$ cat config.mk
export PLATFORM = sky130hd
export DESIGN_NAME = sles_lane_status
export DESIGN_NICKNAME = d
export VERILOG_FILES = /design/src/verilog/sles_pkg.sv /design/src/verilog/sles_flag_if.sv /design/src/verilog/sles_lane_status.sv /design/src/verilog/sles_flag_gen.sv /design/src/verilog/sles_evt_det.sv
export VERILOG_INCLUDE_DIRS = /design/src /design/src/verilog
export SDC_FILE = /design/constraint.sdc
export NUM_CORES = 1
export LEC_CHECK = 0
export BUFFER_PORTS_ARGS = -buffer_cell sky130_fd_sc_hd__buf_2
export CAP_MARGIN = 30
export CORE_MARGIN = 1
export CORE_UTILIZATION = 50
export CTS_CLUSTER_DIAMETER = 60
export DETAILED_ROUTE_END_ITERATION = 10
export PLACE_DENSITY = 0.89
export SYNTH_ARGS = -nofsm -noshare
export SYNTH_HDL_FRONTEND = slang
export SYNTH_SLANG_ARGS = --single-unit
$ cat constraint.sdc
create_clock -name i_clk_sys -period 3.05 [get_ports i_clk_sys]
set_clock_uncertainty 0.15 [all_clocks]
set_input_delay 0.61 -clock i_clk_sys [delete_from_list [all_inputs] [get_ports i_clk_sys]]
set_output_delay 0.61 -clock i_clk_sys [all_outputs]
set_load 0.01 [all_outputs]
$ cat src/verilog/sles_map.svh
// Purpose: address map, field positions and reset values of the lane status block
// Assumes: byte addresses on a 12-bit plain register port, 8-bit data
// Notes:   definitions only
`ifndef SLES_MAP_SVH
`define SLES_MAP_SVH

`define SLES_ADDR_W             12
`define SLES_DATA_W             8
`define SLES_CNT_W              8

`define SLES_LANE5_STATUS_ADDR  12'h4b5
`define SLES_LANE6_STATUS_ADDR  12'h4b6
`define SLES_IRQ_STATUS_ADDR    12'h4c0
`define SLES_IRQ_MASK_ADDR      12'h4c1
`define SLES_CTRL_ADDR          12'h4c2

`define SLES_BIT_DISP           7
`define SLES_BIT_NIT            6
`define SLES_BIT_UEK            5
`define SLES_BIT_DESKEW         4
`define SLES_BIT_ILS            3
`define SLES_BIT_LANE5_GROUP_SYNC_FLAG           0
`define SLES_CTRL_SKIP_BIT      0

`define SLES_STATUS_RST         8'h00
`define SLES_IRQ_STATUS_RST     8'h00
`define SLES_IRQ_MASK_RST       8'h00
`define SLES_CTRL_RST           8'h00
`define SLES_EVT_USED           8'hf9
`define SLES_CTRL_USED          8'h01

`endif

$ cat src/verilog/sles_pkg.sv
// Purpose: shared types of the lane status block
// Assumes: constants live in sles_map.svh
// Notes:   types only
`include "sles_map.svh"

package sles_pkg;
    typedef logic [`SLES_ADDR_W-1:0] sles_addr_t;
    typedef logic [`SLES_DATA_W-1:0] sles_byte_t;
    typedef logic [`SLES_CNT_W-1:0]  sles_cnt_t;

    // the three error kinds compared against the threshold
    typedef enum logic [1:0] {
        SLES_ERR_DISP = 2'h0,
        SLES_ERR_NIT  = 2'h1,
        SLES_ERR_UEK  = 2'h2
    } sles_err_kind_t;
endpackage

$ cat src/verilog/sles_flag_if.sv
// Purpose: carries lane flags and status events between the block's modules
// Assumes: one clock domain
// Notes:   gen drives flags, det drives events, core reads both
`timescale 1ns/1ps

interface sles_flag_if;
    sles_pkg::sles_byte_t lane6_status;
    logic                 lane5_sync;
    sles_pkg::sles_byte_t events;

    modport gen  (output lane6_status, output lane5_sync);
    modport det  (input lane6_status, input lane5_sync, output events);
    modport core (input lane6_status, input lane5_sync, input events);
endinterface

$ cat src/verilog/sles_lane_status.sv
// Purpose: lane 5 / lane 6 receive status registers with threshold error flags
// Assumes: error counters, threshold and sync levels are produced elsewhere, same clock
// Notes:   plain register port, byte addresses, 8-bit data, read data one cycle later
`timescale 1ns/1ps
`include "sles_map.svh"

module sles_lane_status (
    input  wire logic                 i_clk_sys,
    input  wire logic                 i_sys_rst,
    input  wire logic                 i_clk_en,
    input  wire sles_pkg::sles_addr_t i_addr,
    input  wire sles_pkg::sles_byte_t i_wr_data,
    input  wire logic                 i_wr_stb,
    input  wire logic                 i_rd_stb,
    input  wire sles_pkg::sles_cnt_t  i_disp_err_cnt,
    input  wire sles_pkg::sles_cnt_t  i_invalid_err_cnt,
    input  wire sles_pkg::sles_cnt_t  i_ctrl_err_cnt,
    input  wire sles_pkg::sles_cnt_t  i_error_threshold,
    input  wire logic                 i_lane6_deskew_ok,
    input  wire logic                 i_lane6_init_sync,
    input  wire logic                 i_lane5_group_sync,
    output logic                      o_rd_valid,
    output sles_pkg::sles_byte_t      o_rd_data,
    output logic                      o_skip_initial_alignment,
    output logic                      o_irq
);
    sles_flag_if flags ();

    sles_pkg::sles_byte_t ctrl_q;
    sles_pkg::sles_byte_t irq_status_q;
    sles_pkg::sles_byte_t irq_status_d;
    sles_pkg::sles_byte_t irq_mask_q;
    sles_pkg::sles_byte_t lane5_status;
    sles_pkg::sles_byte_t rd_mux;
    sles_pkg::sles_byte_t rd_data_q;
    sles_pkg::sles_byte_t clr_bits;
    logic                 rd_valid_q;
    logic                 irq_q;
    logic                 wr_ctrl;
    logic                 wr_irq_status;
    logic                 wr_irq_mask;
    logic                 skip_align;

    // named so each sticky bit takes its own reset bit rather than a shifted byte
    localparam sles_pkg::sles_byte_t irq_status_rst = `SLES_IRQ_STATUS_RST;

    assign skip_align = ctrl_q[`SLES_CTRL_SKIP_BIT];

    sles_flag_gen u_flag_gen (
        .i_clk_sys          (i_clk_sys),
        .i_sys_rst          (i_sys_rst),
        .i_clk_en           (i_clk_en),
        .i_disp_err_cnt     (i_disp_err_cnt),
        .i_invalid_err_cnt  (i_invalid_err_cnt),
        .i_ctrl_err_cnt     (i_ctrl_err_cnt),
        .i_error_threshold  (i_error_threshold),
        .i_lane6_deskew_ok  (i_lane6_deskew_ok),
        .i_lane6_init_sync  (i_lane6_init_sync),
        .i_lane5_group_sync (i_lane5_group_sync),
        .flags              (flags.gen)
    );

    sles_evt_det u_evt_det (
        .i_clk_sys                (i_clk_sys),
        .i_sys_rst                (i_sys_rst),
        .i_clk_en                 (i_clk_en),
        .i_skip_initial_alignment (skip_align),
        .flags                    (flags.det)
    );

    // write decode
    always_comb begin
        wr_ctrl       = 1'b0;
        wr_irq_status = 1'b0;
        wr_irq_mask   = 1'b0;
        if (i_wr_stb && i_addr == `SLES_CTRL_ADDR) begin
            wr_ctrl = 1'b1;
        end else if (i_wr_stb && i_addr == `SLES_IRQ_STATUS_ADDR) begin
            wr_irq_status = 1'b1;
        end else if (i_wr_stb && i_addr == `SLES_IRQ_MASK_ADDR) begin
            wr_irq_mask = 1'b1;
        end
    end

    // control register: holds the skip-alignment setting
    always_ff @(posedge i_clk_sys) begin
        if (i_sys_rst) begin
            ctrl_q <= `SLES_CTRL_RST;
        end else if (i_clk_en && wr_ctrl) begin
            ctrl_q <= i_wr_data & `SLES_CTRL_USED;
        end
    end

    always_ff @(posedge i_clk_sys) begin
        if (i_sys_rst) begin
            irq_mask_q <= `SLES_IRQ_MASK_RST;
        end else if (i_clk_en && wr_irq_mask) begin
            irq_mask_q <= i_wr_data & `SLES_EVT_USED;
        end
    end

    assign clr_bits = wr_irq_status ? i_wr_data : 8'h00;

    // sticky status, one per bit; an event in the clearing cycle survives the clear
    genvar b;
    generate
        for (b = 0; b < `SLES_DATA_W; b++) begin : g_sticky
            always_comb begin
                irq_status_d[b] = (irq_status_q[b] & ~clr_bits[b]) | flags.events[b];
            end
            always_ff @(posedge i_clk_sys) begin
                if (i_sys_rst) begin
                    irq_status_q[b] <= irq_status_rst[b];
                end else if (i_clk_en) begin
                    irq_status_q[b] <= irq_status_d[b];
                end
            end
        end
    endgenerate

    // registered so the pin is glitch-free; it trails the status bit by one cycle
    always_ff @(posedge i_clk_sys) begin
        if (i_sys_rst) begin
            irq_q <= 1'b0;
        end else if (i_clk_en) begin
            irq_q <= |(irq_status_q & irq_mask_q);
        end
    end

    always_comb begin
        lane5_status                 = `SLES_STATUS_RST;
        lane5_status[`SLES_BIT_LANE5_GROUP_SYNC_FLAG] = flags.lane5_sync;
    end

    // read decode; reads are side-effect free, unmapped addresses return zero
    always_comb begin
        rd_mux = 8'h00;
        if (i_addr == `SLES_LANE6_STATUS_ADDR) begin
            rd_mux = flags.lane6_status;
        end else if (i_addr == `SLES_LANE5_STATUS_ADDR) begin
            rd_mux = lane5_status;
        end else if (i_addr == `SLES_IRQ_STATUS_ADDR) begin
            rd_mux = irq_status_q;
        end else if (i_addr == `SLES_IRQ_MASK_ADDR) begin
            rd_mux = irq_mask_q;
        end else if (i_addr == `SLES_CTRL_ADDR) begin
            rd_mux = ctrl_q;
        end
    end

    // data stand only in the cycle after the strobe, zero otherwise
    always_ff @(posedge i_clk_sys) begin
        if (i_sys_rst) begin
            rd_data_q  <= 8'h00;
            rd_valid_q <= 1'b0;
        end else if (i_clk_en) begin
            rd_data_q  <= i_rd_stb ? rd_mux : 8'h00;
            rd_valid_q <= i_rd_stb;
        end
    end

    assign o_rd_data                = rd_data_q;
    assign o_rd_valid               = rd_valid_q;
    assign o_irq                    = irq_q;
    assign o_skip_initial_alignment = ctrl_q[`SLES_CTRL_SKIP_BIT];
endmodule

$ cat src/verilog/sles_flag_gen.sv
// Purpose: threshold compare of the lane 6 error counts and capture of sync levels
// Assumes: counts and threshold are synchronous to i_clk_sys
// Notes:   flags are recomputed every enabled cycle, nothing here is read-sensitive
`timescale 1ns/1ps
`include "sles_map.svh"

module sles_flag_gen (
    input  wire logic                 i_clk_sys,
    input  wire logic                 i_sys_rst,
    input  wire logic                 i_clk_en,
    input  wire sles_pkg::sles_cnt_t  i_disp_err_cnt,
    input  wire sles_pkg::sles_cnt_t  i_invalid_err_cnt,
    input  wire sles_pkg::sles_cnt_t  i_ctrl_err_cnt,
    input  wire sles_pkg::sles_cnt_t  i_error_threshold,
    input  wire logic                 i_lane6_deskew_ok,
    input  wire logic                 i_lane6_init_sync,
    input  wire logic                 i_lane5_group_sync,
    sles_flag_if.gen                  flags
);
    sles_pkg::sles_cnt_t cnt [3];
    logic [2:0]          err_flag_q;
    logic                deskew_q;
    logic                init_sync_q;
    logic                group_sync_q;

    assign cnt[sles_pkg::SLES_ERR_DISP] = i_disp_err_cnt;
    assign cnt[sles_pkg::SLES_ERR_NIT]  = i_invalid_err_cnt;
    assign cnt[sles_pkg::SLES_ERR_UEK]  = i_ctrl_err_cnt;

    // at-or-above: a count equal to the threshold already raises the flag
    genvar g;
    generate
        for (g = 0; g < 3; g++) begin : g_cmp
            always_ff @(posedge i_clk_sys) begin
                if (i_sys_rst) begin
                    err_flag_q[g] <= 1'b0;
                end else if (i_clk_en) begin
                    err_flag_q[g] <= (cnt[g] >= i_error_threshold);
                end
            end
        end
    endgenerate

    always_ff @(posedge i_clk_sys) begin
        if (i_sys_rst) begin
            deskew_q     <= 1'b0;
            init_sync_q  <= 1'b0;
            group_sync_q <= 1'b0;
        end else if (i_clk_en) begin
            deskew_q     <= i_lane6_deskew_ok;
            init_sync_q  <= i_lane6_init_sync;
            group_sync_q <= i_lane5_group_sync;
        end
    end

    always_comb begin
        flags.lane6_status                   = `SLES_STATUS_RST;
        flags.lane6_status[`SLES_BIT_DISP]   = err_flag_q[sles_pkg::SLES_ERR_DISP];
        flags.lane6_status[`SLES_BIT_NIT]    = err_flag_q[sles_pkg::SLES_ERR_NIT];
        flags.lane6_status[`SLES_BIT_UEK]    = err_flag_q[sles_pkg::SLES_ERR_UEK];
        flags.lane6_status[`SLES_BIT_DESKEW] = deskew_q;
        flags.lane6_status[`SLES_BIT_ILS]    = init_sync_q;
    end

    assign flags.lane5_sync = group_sync_q;
endmodule

$ cat src/verilog/sles_evt_det.sv
// Purpose: turns flag transitions into one-cycle status events
// Assumes: flags come from sles_flag_gen, same clock
// Notes:   event layout matches the lane 6 status layout, bit 0 is lane 5 sync
`timescale 1ns/1ps
`include "sles_map.svh"

module sles_evt_det (
    input  wire logic  i_clk_sys,
    input  wire logic  i_sys_rst,
    input  wire logic  i_clk_en,
    input  wire logic  i_skip_initial_alignment,
    sles_flag_if.det   flags
);
    sles_pkg::sles_byte_t cur;
    sles_pkg::sles_byte_t prev_q;
    sles_pkg::sles_byte_t rise;
    sles_pkg::sles_byte_t fall;

    always_comb begin
        cur                 = flags.lane6_status;
        cur[`SLES_BIT_LANE5_GROUP_SYNC_FLAG] = flags.lane5_sync;
    end

    always_ff @(posedge i_clk_sys) begin
        if (i_sys_rst) begin
            prev_q <= `SLES_STATUS_RST;
        end else if (i_clk_en) begin
            prev_q <= cur;
        end
    end

    assign rise = cur & ~prev_q;
    assign fall = ~cur & prev_q;

    // alignment indications mean nothing when the alignment sequence is skipped,
    // so their loss must not raise an event then
    always_comb begin
        flags.events                   = 8'h00;
        flags.events[`SLES_BIT_DISP]   = rise[`SLES_BIT_DISP];
        flags.events[`SLES_BIT_NIT]    = rise[`SLES_BIT_NIT];
        flags.events[`SLES_BIT_UEK]    = rise[`SLES_BIT_UEK];
        flags.events[`SLES_BIT_DESKEW] = fall[`SLES_BIT_DESKEW] & ~i_skip_initial_alignment;
        flags.events[`SLES_BIT_ILS]    = fall[`SLES_BIT_ILS] & ~i_skip_initial_alignment;
        flags.events[`SLES_BIT_LANE5_GROUP_SYNC_FLAG]   = fall[`SLES_BIT_LANE5_GROUP_SYNC_FLAG];
        if (!i_clk_en) begin
            flags.events = 8'h00;
        end
    end
endmodule

== Word level (Yosys, flattened, before mapping) ==
Index checks and enable logic that the tools add are counted.
Storage, ports and cells
  flip-flop bits (word level): 37
  input port bits: 60
  output and inout port bits: 11
  word-level logic and storage cells: 80
Operators by class
  $lt $le $gt $ge: 3
  equal/unequal tests: 5
  multiplexer cells: 14
  bitwise gates (word level): 32
  reductions and logical operators: 6
Operator list (count)
  12-bit by 11-bit == test with 1-bit output (second input constant): 5
  8-bit 2-to-1 mux: 7
  8-bit >= comparator: 3
  8-bit AND: 2
  1-bit AND: 10
  1-bit inverter: 9
  8-bit inverter: 1
  1-bit bitwise OR: 8
  8-bit OR reduction: 1
  1-bit 2-to-1 mux: 7
  5-bit AND: 1
  1-bit logical AND: 5
  5-bit inverter: 1

== Depth between registers and ports, before layout ==
  depth in word-level cells: 8
  mapped depth: 7
  mapped depth without buffers: 7

== Cells and area by module ==
Synthesis repeated with hierarchy kept, for this count alone.
Second synthesis, totals
  cells, all modules: 259
  area, all modules: 2327.2 um^2
Modules (own cells, without submodules)
  sles_lane_status: times used 1, cells each 138, area each 1270.0 um^2, sequential area each 500.5 um^2
  sles_flag_gen: times used 1, cells each 91, area each 769.5 um^2, sequential area each 120.1 um^2
  sles_evt_det: times used 1, cells each 30, area each 287.8 um^2, sequential area each 120.1 um^2

== Least setup slack after synthesis ==
No wires, ideal clock.
  path type: input-to-reg
  start: input i_addr[9]
  end: register irq_status_q[5]
  library setup time: 0.133 ns
  data arrival time: 2.118 ns
  data required time: 2.767 ns
  setup slack: 0.649 ns
  cell stages on the path: 5
  buffers on the path: 0
  cell sequence: or4b_4 > nor4_4 > nor3b_4 > and3_1 > a211oi_1
Between the ends
  longest elaborated chain between the ends: 8
  elaborated cells on any way between the ends: 10
  those cells by class: eq/ne (2); mux (3); bitwise (3); reduce/logical (2)
Ends and longest elaborated chain
  from (decl): line sles_lane_status.sv:11  | input wire sles_pkg::sles_addr_t i_addr,
  12-bit by 11-bit == test with 1-bit output (no line)
  1-bit logical AND (no line)
  1-bit 2-to-1 mux: line sles_lane_status.sv:78  | end else if (i_wr_stb && i_addr == `SLES_IRQ_STATUS_ADDR) begin
  1-bit 2-to-1 mux *: line sles_lane_status.sv:76  | if (i_wr_stb && i_addr == `SLES_CTRL_ADDR) begin
  8-bit 2-to-1 mux *: line sles_lane_status.sv:102  | assign clr_bits = wr_irq_status ? i_wr_data : 8'h00;
  1-bit inverter *: line sles_lane_status.sv:109  | irq_status_d[b] = (irq_status_q[b] & ~clr_bits[b]) | flags.events[b];
  1-bit AND *: line sles_lane_status.sv:109
  1-bit bitwise OR *: line sles_lane_status.sv:109
  to (signal, indexed assignment): line sles_lane_status.sv:113  | irq_status_q[b] <= irq_status_rst[b];
  to (signal, indexed assignment): line sles_lane_status.sv:115  | irq_status_q[b] <= irq_status_d[b];
  to (decl): line sles_lane_status.sv:30  | sles_pkg::sles_byte_t irq_status_q;
Mark *: on every way between the ends. The rest lies on a longest branch, timed or not.
A chain may end at the register's enable or synchronous reset.

== Final worst setup path ==
  start: input i_addr[9]
  end: register irq_status_q[6]
Same word-level chain as after synthesis.

==> flow_summary.ini <==
[status]
status = completed

[floorplanning]
num_rows = 23
io_pins = 71
die_h_um = 67.4
start_util = 0.526
die_area_um2 = 4540
die_w_um = 67.4
design.core.area_um2 = 4060

[route]
first_pass_iters = 4
drt_wl_total_um = 5100
initialDrtViolationCount = 102
avgViaCountPerCell = 5.53
drc = 0
wl_per_cell_um = 14.3
num_vias = 1980
drtAntennaViolNets = 0

[cts]
clockBufferDepth = 2
clock_latency_ns = 0.29
clock_sink_count = 37
clk_pin_slew_ns = 0.07
numCtsBuffers = 5
clock-root-buffer = clkbuf_8
ctsHoldBuffers = 0
ctsResizeCount = 0
postCtsSetupBuffers = 0
cts_tree = yes
ctsHtreeMaxLevel = 2

[worst_setup_path]
cp_cell_sequence = buf_2 > or4b_4 > nor4_4 > nor3b_4 > and3_1 > a211oi_1
cp.arrival_ns = 2.40
start_kind = input pin
endpoint_kind = flip-flop
slowest_stage = or4b_4
cpPeakStageDelay_ns = 0.56
worstSetupPathType = input pin to flip-flop
ff2ff_setup_slack_ns = 1.52
cp.required_ns = 3.07
critPathMaxFanout = 8

[placed_design]
routabilityCongestion = 0.860
place_ws_ns = 0.382
dp_hpwl_um = 3800
dp_cells = 350
io_buffers = 70
dpl-instance-area_um2 = 2540

[yosys]
async_reset_ff_frac = 0
synth_cell_types = 40
synth_top_family_by_area = simple AND/OR/NAND/NOR gates
synth_top_area_frac = 0.347
synth_mux_area_frac = 0.0849
yosysWarningCount = 0
synth_edf_count = 0
synth_xor_area_frac = 0
synth_fa_ha_area_frac = 0.141
synth_area_leaders = dfxtp_1 (35%), ha_1 (14%), mux2i_1 (8.0%)
yosys_register_bits = 37
yosys.area_share.simple = 0.217
syn_avg_cell_area_um2 = 9.09
synth_top_area_cell = dfxtp_1
ys.flop_type = dfxtp_1
synth_nets = 319
synth_cells = 235
synthesis.area_um2 = 2140
seq_area_frac_synth = 0.347
synth_compound_area_frac = 0.172

[power_and_ir_drop]
cellLeakagePower_nw = 1.31
p_per_area_nw_per_um2 = 417
ir_drop_v = 0.000333

[global_route]
overflow = 0
grt_first_pass_wirelength_um = 8180
grt_max_degree = 33
grt_use_total = 0.238
grt_pass1_vias = 1895
antenna_found_initial = 0

[finish]
areaGrowthSynthToFinish_pct = 24.4
multi_input_area_um2 = 1310
insertedDiodeCount = 0
final_cells = 358
drive_gt1_frac = 0.292
fin_nets = 391
final_cell_area_um2 = 2660
fillers = 334
seqCellArea_um2 = 741

[timing]
max_slew_margin = 0.694
tightest_slew_ns = 0.457
fin_setup_tns_ns = 0
min_period_over_period = 0.781
fmax_mhz = 420
grt_setup_unrepaired = false
fin_ws_ns = 0.667
min_period_ns = 2.38
hold_viol_final = 0
drv_slew = 0
setup_viol = 0
finalHoldWorstSlack_ns = 0.303

[hold_path]
hold_class = flip-flop to flip-flop

[run]
drv_cap = 0
registers in the layout, indices dropped and copies added (netlist names), 3 cells and up:
name	cells
irq_mask_q	6
u_flag_gen.flags.lane6_status	3
irq_status_q	8
o_rd_data	8
u_evt_det.prev_q	6
final timing paths:
kind	from	end	cells after the start
setup / recovery	i_addr[9]	irq_status_q[6]$_SDFFE_PP0P_	6
hold / removal	o_rd_data[0]$_SDFFE_PP0P_	o_rd_data[0]$_SDFFE_PP0P_	2
setup reg to reg	u_flag_gen.flags.lane5_sync$_SDFFE_PP0P_	o_rd_data[0]$_SDFFE_PP0P_	3
hold reg to reg	o_rd_data[0]$_SDFFE_PP0P_	o_rd_data[0]$_SDFFE_PP0P_	2
through the flow:
stage               utilization  total power, W
floorplan                     -        0.000607
global placement          0.626        0.000666
detailed placement        0.626        0.000675
CTS                       0.655         0.00111
global route              0.655         0.00115
finish                    0.655         0.00111
critical path, delay by kind of cell:
family	cells	cell delay [ns]
AOI/OAI and AO/OA	1	0.05
and+or+nand+nor	4	1.64
buffers and inverters	1	0.10
layout by cell type, fill, tap and decap left out, types with 2 or more instances in the layout:
master / instances
nor4bb_1: 2
clkbuf_8: 6
nand2b_1: 8
nand4_1: 2
mux2i_1: 17
and3_1: 2
nor2b_1: 2
a211oi_1: 7
ha_1: 24
buf_4: 3
a221o_1: 4
inv_1: 14
nand2_1: 14
a21o_1: 3
nor2_1: 33
o2111ai_1: 3
nor3_1: 5
a22o_1: 5
a22oi_1: 3
nand3b_1: 5
buf_2: 70
or4b_1: 2
a21oi_1: 12
dfxtp_1: 37
o21ai_0: 7
report_power, final:
| group | internal, W | switching (W) |
|---|---|---|
| Combinational | 0.0000778 | 0.0000819 |
| Clock | 0.000267 | 0.000175 |
| Sequential | 0.000496 | 0.0000109 |
| Total | 0.000841 | 0.000268 |
synth_stat cells, types with 2 or more instances:
library cell,n
a211oi_1,7
nor3_1,5
nand2b_1,8
nand4_1,2
nor4bb_1,2
a221o_1,4
dfxtp_1,37
nor2b_1,2
inv_1,14
clkbuf_1,7
nand2_1,14
mux2i_1,17
a22o_1,5
nand3b_1,5
o2111ai_1,3
or4b_1,2
a21o_1,3
o21ai_0,7
a22oi_1,3
a21oi_1,12
ha_1,24
and3_1,2
nor2_1,33
layout make-up:
type                       count  share of cell area
timing repair buffer          73               0.140
inverter                      14              0.0198
clock buffer                   7              0.0325
sequential                    37               0.279
multi-input combinational    176               0.494
clock inverter                 1              0.0113
tap                           50              0.0235
logic make-up after synthesis:
| family | count (synthesis) |
|---|---|
| and+or+nand+nor | 83 |
| muxes | 18 |
| DFF | 37 |
| buffers and inverters | 22 |
| adders and majority gates | 24 |
| AOI/OAI and AO/OA | 51 |
metal layers:
layer	global-route usage	up-vias	part of all wire
met2	0.393	57	0.50
met1	0.291	911	0.44
met3	0.0541	11	0.047
met4	0.112	0	0.018
met5	0	-	0
li1	-	1001	-
(Power assumes the default switching activity.)
